$ cat src/pkg/hpb_pkg.sv
// constants and types shared by the pass-through bridge
package hpb_pkg;
  localparam int HPB_CLK_HZ = 50_000_000;
  localparam int HPB_TICK_S = 1;
  localparam int HPB_TICK_CYCLES = HPB_CLK_HZ * HPB_TICK_S;
  localparam int HPB_NUM_CHAN = 4;
  localparam int HPB_QUEUE_DEPTH = 2;
  localparam int HPB_FIFO_DEPTH = 8;
  localparam int HPB_ADDR_BYTES = 5;
  localparam logic [7:0] HPB_CMD_PASS = 8'h01;
  localparam logic [7:0] HPB_CMD_QUERY = 8'h0C;
  localparam logic [7:0] HPB_DELIM = 8'h82;
  localparam logic [7:0] HPB_ST_SUCCESS = 8'h00;
  localparam logic [7:0] HPB_ST_BUSY = 8'h20;
  localparam logic [7:0] HPB_REQUEST_ACCEPTED_CODE = 8'h21;
  localparam logic [7:0] HPB_RESULT_PENDING_CODE = 8'h22;
  localparam logic [7:0] HPB_REQUEST_REJECTED_CODE = 8'h23;
  localparam logic [7:0] HPB_REPLY_COUNT = 8'h01;
  localparam logic [7:0] HPB_HANDLE_NONE = 8'h00;
  localparam logic [7:0] HPB_HANDLE_MIN = 8'h01;
  localparam logic [7:0] HPB_HANDLE_MAX = 8'hFF;
  localparam logic [7:0] HPB_TIMEOUT_MIN = 8'h01;
  // byte positions within a request, counted from the channel byte
  localparam logic [8:0] HPB_POS_CMD = 9'h001;
  localparam logic [8:0] HPB_POS_DELIM = 9'h002;
  localparam logic [8:0] HPB_POS_ADDR = 9'h003;
  localparam logic [8:0] HPB_POS_ADDR_END = 9'h007;
  localparam logic [8:0] HPB_POS_BC = 9'h009;
  localparam logic [8:0] HPB_POS_DATA = 9'h00A;
  localparam logic [8:0] HPB_HDR_BYTES = 9'h002;
  localparam logic [8:0] HPB_FRAME_FIXED = 9'h009;
  localparam logic [8:0] HPB_QUERY_LEN = 9'h003;
  localparam logic [8:0] HPB_POS_MAX = 9'h1FF;
  typedef enum logic [1:0] {SLOT_FREE, SLOT_QUEUED, SLOT_BUSY, SLOT_HOLD} hpb_slot_t;
  typedef struct packed {
    hpb_slot_t state;
    logic [1:0] chan;
    logic [7:0] handle;
    logic [7:0] timer;
  } hpb_entry_t;
endpackage

$ cat src/rtl/hpb_bridge.sv
// pass-through request queue, checker and reply engine, with its input FIFO
`timescale 1ns/1ns
`default_nettype none

module hpb_fifo
  import hpb_pkg::*;
#(
  parameter int WIDTH = 9,
  parameter int DEPTH = HPB_FIFO_DEPTH
)
(
  input wire logic clock, // system clock
  input wire logic nrst, // synchronous reset, low
  input wire logic inValid, // write side offers a word
  input wire logic [WIDTH-1:0] inData, // word written
  output logic inReady, // room for a word
  output logic outValid, // a word is waiting
  output logic [WIDTH-1:0] outData, // oldest word
  input wire logic outReady // read side takes the word
);
  localparam int PW = $clog2(DEPTH);
  typedef struct packed {
    logic [DEPTH-1:0][WIDTH-1:0] mem;
    logic [PW-1:0] wp;
    logic [PW-1:0] rp;
    logic [PW:0] cnt;
    logic rdy;
  } hpb_fifo_t;
  hpb_fifo_t s;
  hpb_fifo_t n;
  logic push;
  logic pop;

  assign push = inValid && s.rdy;
  assign pop = outReady && (s.cnt != '0);
  assign inReady = s.rdy;
  assign outValid = (s.cnt != '0);
  assign outData = s.mem[s.rp];

  always_comb
  begin
    n = s;
    if (push)
    begin
      n.mem[s.wp] = inData;
      n.wp = (s.wp == PW'(DEPTH - 1)) ? '0 : s.wp + 1'b1;
    end
    if (pop)
      n.rp = (s.rp == PW'(DEPTH - 1)) ? '0 : s.rp + 1'b1;
    n.cnt = s.cnt + (PW+1)'(push) - (PW+1)'(pop);
    // ready is registered so the port comes straight from a flop
    n.rdy = (n.cnt != (PW+1)'(DEPTH));
  end

  always_ff @(posedge clock)
  begin
    if (!nrst)
      s <= '{default: '0, rdy: 1'b1};
    else
      s <= n;
  end
endmodule // hpb_fifo

module hpb_bridge
  import hpb_pkg::*;
#(
  parameter int TICK_CYCLES = HPB_TICK_CYCLES
)
(
  input wire logic clock, // system clock, 50 MHz
  input wire logic nrst, // synchronous reset, low
  input wire logic inValid, // host request byte offered
  input wire logic [7:0] inData, // host request byte
  input wire logic inLast, // last byte of the request
  output logic inReady, // FIFO can take a byte
  output logic outValid, // reply byte offered
  output logic [7:0] outData, // reply byte
  output logic outLast, // last byte of the reply
  input wire logic outReady, // host takes the reply byte
  input wire logic [3:0] chanEnable, // channel enabled
  input wire logic [3:0] chanLinked, // field device address known
  input wire logic [3:0] infoBusy, // device information gathering
  input wire logic [159:0] chanAddr, // long addresses, channel 0 lowest
  input wire logic scanDone, // one full scan completed
  input wire logic [7:0] timeoutSec, // handle timeout in seconds
  output logic dispValid, // pulse: entry handed to the field link
  output logic [1:0] dispChan, // channel of the dispatched entry
  output logic [7:0] dispHandle, // handle of the dispatched entry
  input wire logic fieldDone, // pulse: field answer stored
  input wire logic [7:0] fieldHandle // handle of that answer
);
  localparam int TW = $clog2(TICK_CYCLES);
  typedef struct packed {
    logic [TW-1:0] tickCnt;
    hpb_entry_t [HPB_QUEUE_DEPTH-1:0] ent;
    logic [7:0] hndCtr;
    logic scanSeen;
    logic [8:0] idx;
    logic [7:0] chan;
    logic [7:0] cmd;
    logic [7:0] bc;
    logic [7:0] xorAcc;
    logic frameOk;
    logic [3:0][7:0] rBuf;
    logic [1:0] rIdx;
    logic outValid_r;
    logic [7:0] outData_r;
    logic outLast_r;
    logic dispValid_r;
    logic [1:0] dispChan_r;
    logic [7:0] dispHandle_r;
  } hpb_state_t;
  hpb_state_t s;
  hpb_state_t n;

  logic fValid;
  logic [8:0] fData;
  logic pop;
  logic [7:0] b;
  logic tick;
  logic chanOk;
  logic evalPass;
  logic evalQry;
  logic passOk;
  logic isFull;
  logic chanPending;
  logic acceptNow;
  logic freeIdx;
  logic [7:0] tmo;
  logic [7:0] newHandle;

  function automatic logic [7:0] nextHandle(input logic [7:0] h);
    nextHandle = (h == HPB_HANDLE_MAX) ? HPB_HANDLE_MIN : h + 8'h01;
  endfunction

  function automatic logic [7:0] addrByte(input logic [159:0] a, input logic [1:0] ch, input logic [8:0] i);
    logic [2:0] k;
    k = 3'(i - HPB_POS_ADDR);
    // the long address arrives most significant byte first
    addrByte = a[({6'h00, ch} * 8'h28) + ((8'h04 - {5'h00, k}) * 8'h08) +: 8];
  endfunction

  // bytes wait here while a reply is going out; back-pressure reaches the host
  hpb_fifo #(.WIDTH(9), .DEPTH(HPB_FIFO_DEPTH)) u_fifo (
    .clock(clock),
    .nrst(nrst),
    .inValid(inValid),
    .inData({inLast, inData}),
    .inReady(inReady),
    .outValid(fValid),
    .outData(fData),
    .outReady(!s.outValid_r)
  );

  assign pop = fValid && !s.outValid_r;
  assign b = fData[7:0];
  assign tick = (s.tickCnt == TW'(TICK_CYCLES - 1));
  assign tmo = (timeoutSec < HPB_TIMEOUT_MIN) ? HPB_TIMEOUT_MIN : timeoutSec;
  assign chanOk = (s.chan < 8'(HPB_NUM_CHAN)) && chanEnable[s.chan[1:0]];
  assign evalPass = pop && fData[8] && (s.cmd == HPB_CMD_PASS) && (s.idx > HPB_POS_CMD);
  assign evalQry = pop && fData[8] && (s.cmd == HPB_CMD_QUERY) && (s.idx > HPB_POS_CMD);
  // request length minus two must equal the frame the byte count describes
  assign passOk = chanOk && chanLinked[s.chan[1:0]] && !infoBusy[s.chan[1:0]]
    && (s.idx >= HPB_POS_DATA) && (s.idx - HPB_HDR_BYTES + 9'h001 == HPB_FRAME_FIXED + {1'b0, s.bc})
    && s.frameOk && (b == s.xorAcc);
  assign isFull = (s.ent[0].state != SLOT_FREE) && (s.ent[1].state != SLOT_FREE);
  assign chanPending = ((s.ent[0].state != SLOT_FREE) && (s.ent[0].chan == s.chan[1:0]))
    || ((s.ent[1].state != SLOT_FREE) && (s.ent[1].chan == s.chan[1:0]));
  assign acceptNow = evalPass && passOk && !isFull && !chanPending;
  assign freeIdx = (s.ent[0].state != SLOT_FREE);
  // skip a value still held by the other entry
  assign newHandle = ((s.ent[!freeIdx].state != SLOT_FREE) && (nextHandle(s.hndCtr) == s.ent[!freeIdx].handle))
    ? nextHandle(nextHandle(s.hndCtr)) : nextHandle(s.hndCtr);

  assign outValid = s.outValid_r;
  assign outData = s.outData_r;
  assign outLast = s.outLast_r;
  assign dispValid = s.dispValid_r;
  assign dispChan = s.dispChan_r;
  assign dispHandle = s.dispHandle_r;

  always_comb
  begin
    logic busyAny;
    logic [7:0] st;
    logic [7:0] hd;
    busyAny = (s.ent[0].state == SLOT_BUSY) || (s.ent[1].state == SLOT_BUSY);
    st = HPB_REQUEST_REJECTED_CODE;
    hd = HPB_HANDLE_NONE;
    n = s;
    n.dispValid_r = 1'b0;
    n.tickCnt = tick ? '0 : s.tickCnt + 1'b1;
    for (int e = 0; e < HPB_QUEUE_DEPTH; e++)
    begin
      if (fieldDone && (s.ent[e].state == SLOT_BUSY) && (s.ent[e].handle == fieldHandle))
      begin
        n.ent[e].state = SLOT_HOLD;
        n.ent[e].timer = tmo;
      end
      else if ((s.ent[e].state == SLOT_HOLD) && tick)
      begin
        if (s.ent[e].timer <= HPB_TIMEOUT_MIN)
          n.ent[e].state = SLOT_FREE;
        else
          n.ent[e].timer = s.ent[e].timer - 8'h01;
      end
    end
    // one field transaction at a time, and only after a fresh scan
    if (!busyAny && s.scanSeen && ((s.ent[0].state == SLOT_QUEUED) || (s.ent[1].state == SLOT_QUEUED)))
    begin
      for (int e = HPB_QUEUE_DEPTH - 1; e >= 0; e--)
      begin
        if (s.ent[e].state == SLOT_QUEUED)
        begin
          n.dispChan_r = s.ent[e].chan;
          n.dispHandle_r = s.ent[e].handle;
        end
      end
      if (s.ent[0].state == SLOT_QUEUED)
        n.ent[0].state = SLOT_BUSY;
      else
        n.ent[1].state = SLOT_BUSY;
      n.dispValid_r = 1'b1;
      n.scanSeen = 1'b0;
    end
    if (scanDone)
      n.scanSeen = 1'b1;
    if (pop)
    begin
      n.idx = (s.idx == HPB_POS_MAX) ? s.idx : s.idx + 9'h001;
      if (s.idx == 9'h000)
        n.chan = b;
      if (s.idx == HPB_POS_CMD)
        n.cmd = b;
      if (s.idx >= HPB_POS_DELIM)
        n.xorAcc = s.xorAcc ^ b;
      if ((s.idx == HPB_POS_DELIM) && (b != HPB_DELIM))
        n.frameOk = 1'b0;
      if ((s.idx >= HPB_POS_ADDR) && (s.idx <= HPB_POS_ADDR_END))
      begin
        if ((s.chan >= 8'(HPB_NUM_CHAN)) || (b != addrByte(chanAddr, s.chan[1:0], s.idx)))
          n.frameOk = 1'b0;
      end
      if (s.idx == HPB_POS_BC)
        n.bc = b;
      if (fData[8])
      begin
        if (evalPass)
        begin
          if (isFull)
            st = HPB_ST_BUSY;
          else if (acceptNow)
          begin
            st = HPB_REQUEST_ACCEPTED_CODE;
            hd = newHandle;
            n.hndCtr = newHandle;
            n.ent[freeIdx].state = SLOT_QUEUED;
            n.ent[freeIdx].chan = s.chan[1:0];
            n.ent[freeIdx].handle = newHandle;
            n.ent[freeIdx].timer = '0;
          end
        end
        else if (evalQry && chanOk && (s.idx + 9'h001 == HPB_QUERY_LEN))
        begin
          hd = b;
          for (int e = 0; e < HPB_QUEUE_DEPTH; e++)
          begin
            if ((s.ent[e].state != SLOT_FREE) && (s.ent[e].chan == s.chan[1:0]) && (s.ent[e].handle == b))
            begin
              if (s.ent[e].state == SLOT_HOLD)
              begin
                st = HPB_ST_SUCCESS;
                n.ent[e].state = SLOT_FREE;
              end
              else
                st = HPB_RESULT_PENDING_CODE;
            end
          end
        end
        // status reflects the state sampled as the last byte arrives
        n.rBuf = {hd, HPB_REPLY_COUNT, st, s.chan};
        n.outValid_r = 1'b1;
        n.outData_r = s.chan;
        n.outLast_r = 1'b0;
        n.rIdx = 2'h1;
        n.idx = '0;
        n.cmd = '0;
        n.xorAcc = '0;
        n.frameOk = 1'b1;
      end
    end
    else if (s.outValid_r && outReady)
    begin
      if (s.outLast_r)
        n.outValid_r = 1'b0;
      else
      begin
        n.outData_r = s.rBuf[s.rIdx];
        n.outLast_r = (s.rIdx == 2'h3);
        n.rIdx = s.rIdx + 2'h1;
      end
    end
  end

  always_ff @(posedge clock)
  begin
    if (!nrst)
      s <= '{default: '0, frameOk: 1'b1};
    else
      s <= n;
  end
endmodule // hpb_bridge

`default_nettype wire

$ cat config.mk
export PLATFORM = sky130hd
export DESIGN_NAME = hpb_bridge
export DESIGN_NICKNAME = d
export VERILOG_FILES = /design/src/pkg/hpb_pkg.sv /design/src/rtl/hpb_bridge.sv
export SDC_FILE = /design/constraint.sdc
export NUM_CORES = 1
export LEC_CHECK = 0
export BUFFER_PORTS_ARGS = -buffer_cell sky130_fd_sc_hd__buf_4
export CAP_MARGIN = 20
export CORE_ASPECT_RATIO = 1.5
export CORE_MARGIN = 3
export CORE_UTILIZATION = 46
export DETAILED_ROUTE_END_ITERATION = 8
export HOLD_SLACK_MARGIN = 0.03
export PLACE_DENSITY = 0.67
export SLEW_MARGIN = 15
export SYNTH_ARGS = -nofsm -noshare
export SYNTH_HDL_FRONTEND = slang
export SYNTH_SLANG_ARGS = --single-unit
$ cat constraint.sdc
create_clock -name clock -period 11.6 [get_ports clock]
set_input_delay 1.16 -clock clock [delete_from_list [all_inputs] [get_ports clock]]
set_output_delay 1.16 -clock clock [all_outputs]
set_load 0.1 [all_outputs]
==> summary.txt <==
Status
  • Status: completed

Worst setup path
  • CP endpoint kind: flop
  • Critical path's largest stage delay: ~1.2 ns
  • Slowest CP cell: fa_2
  • Reg2Reg Setup Slack: between 7 and 8 ns
  • CP cell instances: inv_1 > ha_1 > xnor2_1 > inv_1 > fa_2 > mux4_2 > nand2_1 > a211o_1 > o211ai_1 > mux2_2 > nor4_1 > nand4_1 > a21oi_1
  • Crit Path Category: reg2reg
  • Max FO, Critical Path: 43
  • Crit-path leading delay family: adder cells
  • Worst path required time: between 10 and 15 ns
  • Cell count of the worst reg-to-reg path: 13
  • FF-to-FF End: s[55]
  • Crit path buffers/inverters: 2
  • RR Startpoint: s[88]
  • Worst setup SP type: flop
  • Worst path most repeated cell: inv_1
  • Worst EP arrival: between 4 and 5 ns

CTS
  • Post-cts resize count: 0
  • H-tree lvl count: 1
  • Worst skew pair latency: about 0.53 ns
  • CTS clk-pin slew, worst paths: 0.07 ns
  • # Post-CTS Setup Buffers: 0
  • Clk buf depth: 3
  • CTS Hold Bufs: 0
  • Sink Count: 243
  • Clk root buf: clkbuf_16
  • Number of buffers created by CTS: 24
  • CTS tree: done

Floorplanning
  • Die Wd: roughly 150 um
  • Io pins: 225
  • Die Y-Extent: between 200 and 250 um
  • Die area: approximately 0.034 sq mm
  • Initial Utilization: 0.472
  • Core outline area: ~0.031 sq mm
  • Rows: between 70 and 80

Worst hold path
  • Hold path cells: 2
  • Hold Crit Start: s[25]
  • WHS Endpoint: s[25]
  • Worst Hold Class: reg2reg

Pwr
  • Flop pwr share: 0.254
  • Peak supply drop: between 0.2 and 0.25 mV
  • Internal power: ~2300 uW
  • Pwr per Cell Area: between 200 and 250 mW/mm^2
  • Lkg Pwr: 0.00693 uW
  • Switch share: 0.415
  • Switch Pwr: 1630 uW
  • Clock Power Share: 0.211
  • Gate power share: 0.535

Logic synthesis
  • Number of synthesized register bits: roughly 240
  • Post-synthesis sequential area ratio: 0.329
  • Synthesized Nets: ~1900
  • Ys flop type: dfxtp_1
  • Distinct cell type count after synthesis: between 90 and 100
  • Post-synth EDFFs: 0
  • Yosys warning count: 0
  • Mapped Cells: about 1700
  • Netlist Area Pre-Place: ~0.015 sq mm
  • Syn Area/Cell: 8.72 sq um
  • Async set or reset register ratio after synthesis: 0

Global route
  • Total congestion overflow: 0
  • Global-route wire length before repair: approximately 70 mm
  • Vias in the first global route: about 14000
  • GR Util All Layers: 0.253
  • Antenna violations before repair: 0
  • Largest net degree at the start of global routing: about 100

Routing
  • Vias per inst: a little under 6
  • Initial DRC count: 987
  • Post-Route WL: around 45 mm
  • Router iterations before antenna repair: 6
  • Remaining DRCs: 0
  • Routed length per instance: around 20 um
  • Vias: 13460
  • Detail Route Antenna Nets: 0

Finish
  • ANT cells: 0
  • Final Core Density: 0.555
  • Syn-to-layout area delta: 17.7%
  • Final nets: 2071
  • Most frequent cells in the layout: 247 x buf_4, 243 x dfxtp_1, 229 x nor2_1
  • Share of cells above drive strength 1: 0.204
  • Commonest non-fill, non-tap cell in the layout: buf_4

Timing
  • FMAX: around 220 MHz
  • Final Setup Violations: 0
  • Final worst-path cycle share: 0.390
  • Max Transition Viols Final: 0
  • Total negative setup slack: 0 ns
  • Slew at the pin with the worst max-slew slack: approximately 1.1 ns
  • Fin Hold WS: about 0.45 ns
  • Skew final: ~0.012 ns
  • Fin. Hold Viols: 0
  • Minimum clock period: roughly 4.5 ns
  • Normalized max-slew margin: 0.264
  • Unrepaired setup endpoints after global routing: no

Placed design
  • RD Place Congestion: 0.925
  • Port bufs: approximately 220
  • HPWL Detailed: approximately 33 mm

Flow run
  • Max-cap violations: 0
==> sequential cells by signal, indices dropped and copies added (netlist names) <==
register,count
u_fifo.inReady,1
outValid,1
dispChan,2
dispValid,1
u_fifo.s,82
outLast,1
s,139
dispHandle,8
outData,8
==> cells in the mapped netlist, types with 7 or more instances <==
| cell type | count | area (sq um) |
|---|---|---|
| dfxtp_1 | 243 | 4860 |
| nor2_1 | 229 | 860 |
| nand2_1 | 141 | 529 |
| mux2i_1 | 128 | 1280 |
| clkbuf_1 | 89 | 334 |
| a21oi_1 | 85 | 425 |
| nor3_1 | 57 | 285 |
| xnor2_1 | 53 | 464 |
| nand3_1 | 52 | 260 |
| o21ai_0 | 49 | 245 |
| xor2_1 | 49 | 429 |
| mux4_2 | 46 | 1040 |
| inv_1 | 34 | 128 |
| ha_1 | 27 | 338 |
| nand4_1 | 26 | 163 |
| and3_1 | 21 | 131 |
| buf_4 | 18 | 135 |
| nor4_1 | 17 | 106 |
| mux2_2 | 16 | 180 |
| buf_2 | 15 | 75.1 |
| nor3b_1 | 15 | 113 |
| or3_1 | 14 | 87.6 |
| a211oi_1 | 13 | 97.6 |
| nand2b_1 | 12 | 75.1 |
| a222oi_1 | 11 | 110 |
| a22o_1 | 11 | 96.3 |
| o211ai_1 | 11 | 82.6 |
| or4_1 | 11 | 82.6 |
| a22oi_1 | 10 | 75.1 |
| o211a_1 | 10 | 100 |
| o21a_1 | 9 | 67.6 |
| a311oi_1 | 8 | 70.1 |
| and2_1 | 8 | 50.1 |
| and4_1 | 8 | 70.1 |
| nand3b_1 | 8 | 60.1 |
| a21o_1 | 7 | 52.6 |
| nor4b_1 | 7 | 61.3 |
| o22ai_1 | 7 | 43.8 |
| o31ai_1 | 7 | 52.6 |
==> per-layer routing <==
| layer | track usage | up-vias | part of all wire |
|---|---|---|---|
| met2 | 0.466 | 448 | 0.51 |
| met3 | 0.0324 | 131 | 0.051 |
| met1 | 0.290 | 6444 | 0.39 |
| met5 | 0 | - | 0 |
| li1 | - | 6437 | - |
| met4 | 0.121 | 0 | 0.050 |
==> worst max-delay path by stage <==
stage                  to  depth (start not counted)  startpoint  slack, ns
global route        s[55]                         13       s[88]       6.79
floorplan           s[55]                         14       s[88]       7.50
finish              s[55]                         13       s[88]       7.08
detailed placement  s[55]                         13       s[88]       7.13
global placement    s[55]                         13       s[88]       7.24
CTS                 s[55]                         13       s[88]       7.10
==> power by group through the flow <==
| stage | sequential [uW] | clock [uW] | combinational (uW) |
|---|---|---|---|
| after floorplan | 985 | 0 | 1610 |
| after global placement | 1010 | 0 | 2080 |
| after detailed placement | 1010 | 0 | 2090 |
| after CTS | 995 | 846 | 2100 |
| after global routing | 1010 | 876 | 2280 |
| final | 998 | 828 | 2100 |
==> logic make-up after synthesis <==
family	count (synthesis)	share of synthesized area
AOI/OAI and AO/OA	299	0.139
adders and majority gates	30	0.0262
and+or+nand+nor	661	0.218
xor gates and xnor gates	104	0.0634
muxes	194	0.174
DFF	243	0.329
buffers and inverters	166	0.0502
==> worst reg2reg max path, stage by stage (launching register included) <==
cell	delay [ns]
dfxtp_1	0.58
inv_1	0.20
ha_1	0.40
xnor2_1	0.25
inv_1	0.10
fa_2	1.22
mux4_2	0.39
nand2_1	0.06
a211o_1	0.29
o211ai_1	0.13
mux2_2	0.37
nor4_1	0.20
nand4_1	0.14
a21oi_1	0.14
==> area by class of cell <==
type                    instances  area [sq um]
multi-input cells            1288          9210
fillers                      2879         13900
well taps                     405           507
clock inverters                 6           111
inverters                      34           130
clock buffers                  34           719
repair buffers                248          1860
flip-flops and latches        243          4860
==> through the flow <==
stage	std cells	worst slack, ns	instance area (sq um)	total power (uW)
finish	2258	7.08	17400	3930
global route	2258	6.79	17400	4170
CTS	2256	7.10	17400	3940
detailed placement	2216	7.13	16600	3100
global placement	2215	7.24	16600	3090
floorplan	1697	7.50	14800	2590
No activity file was read; power rests on OpenSTA's default activity.
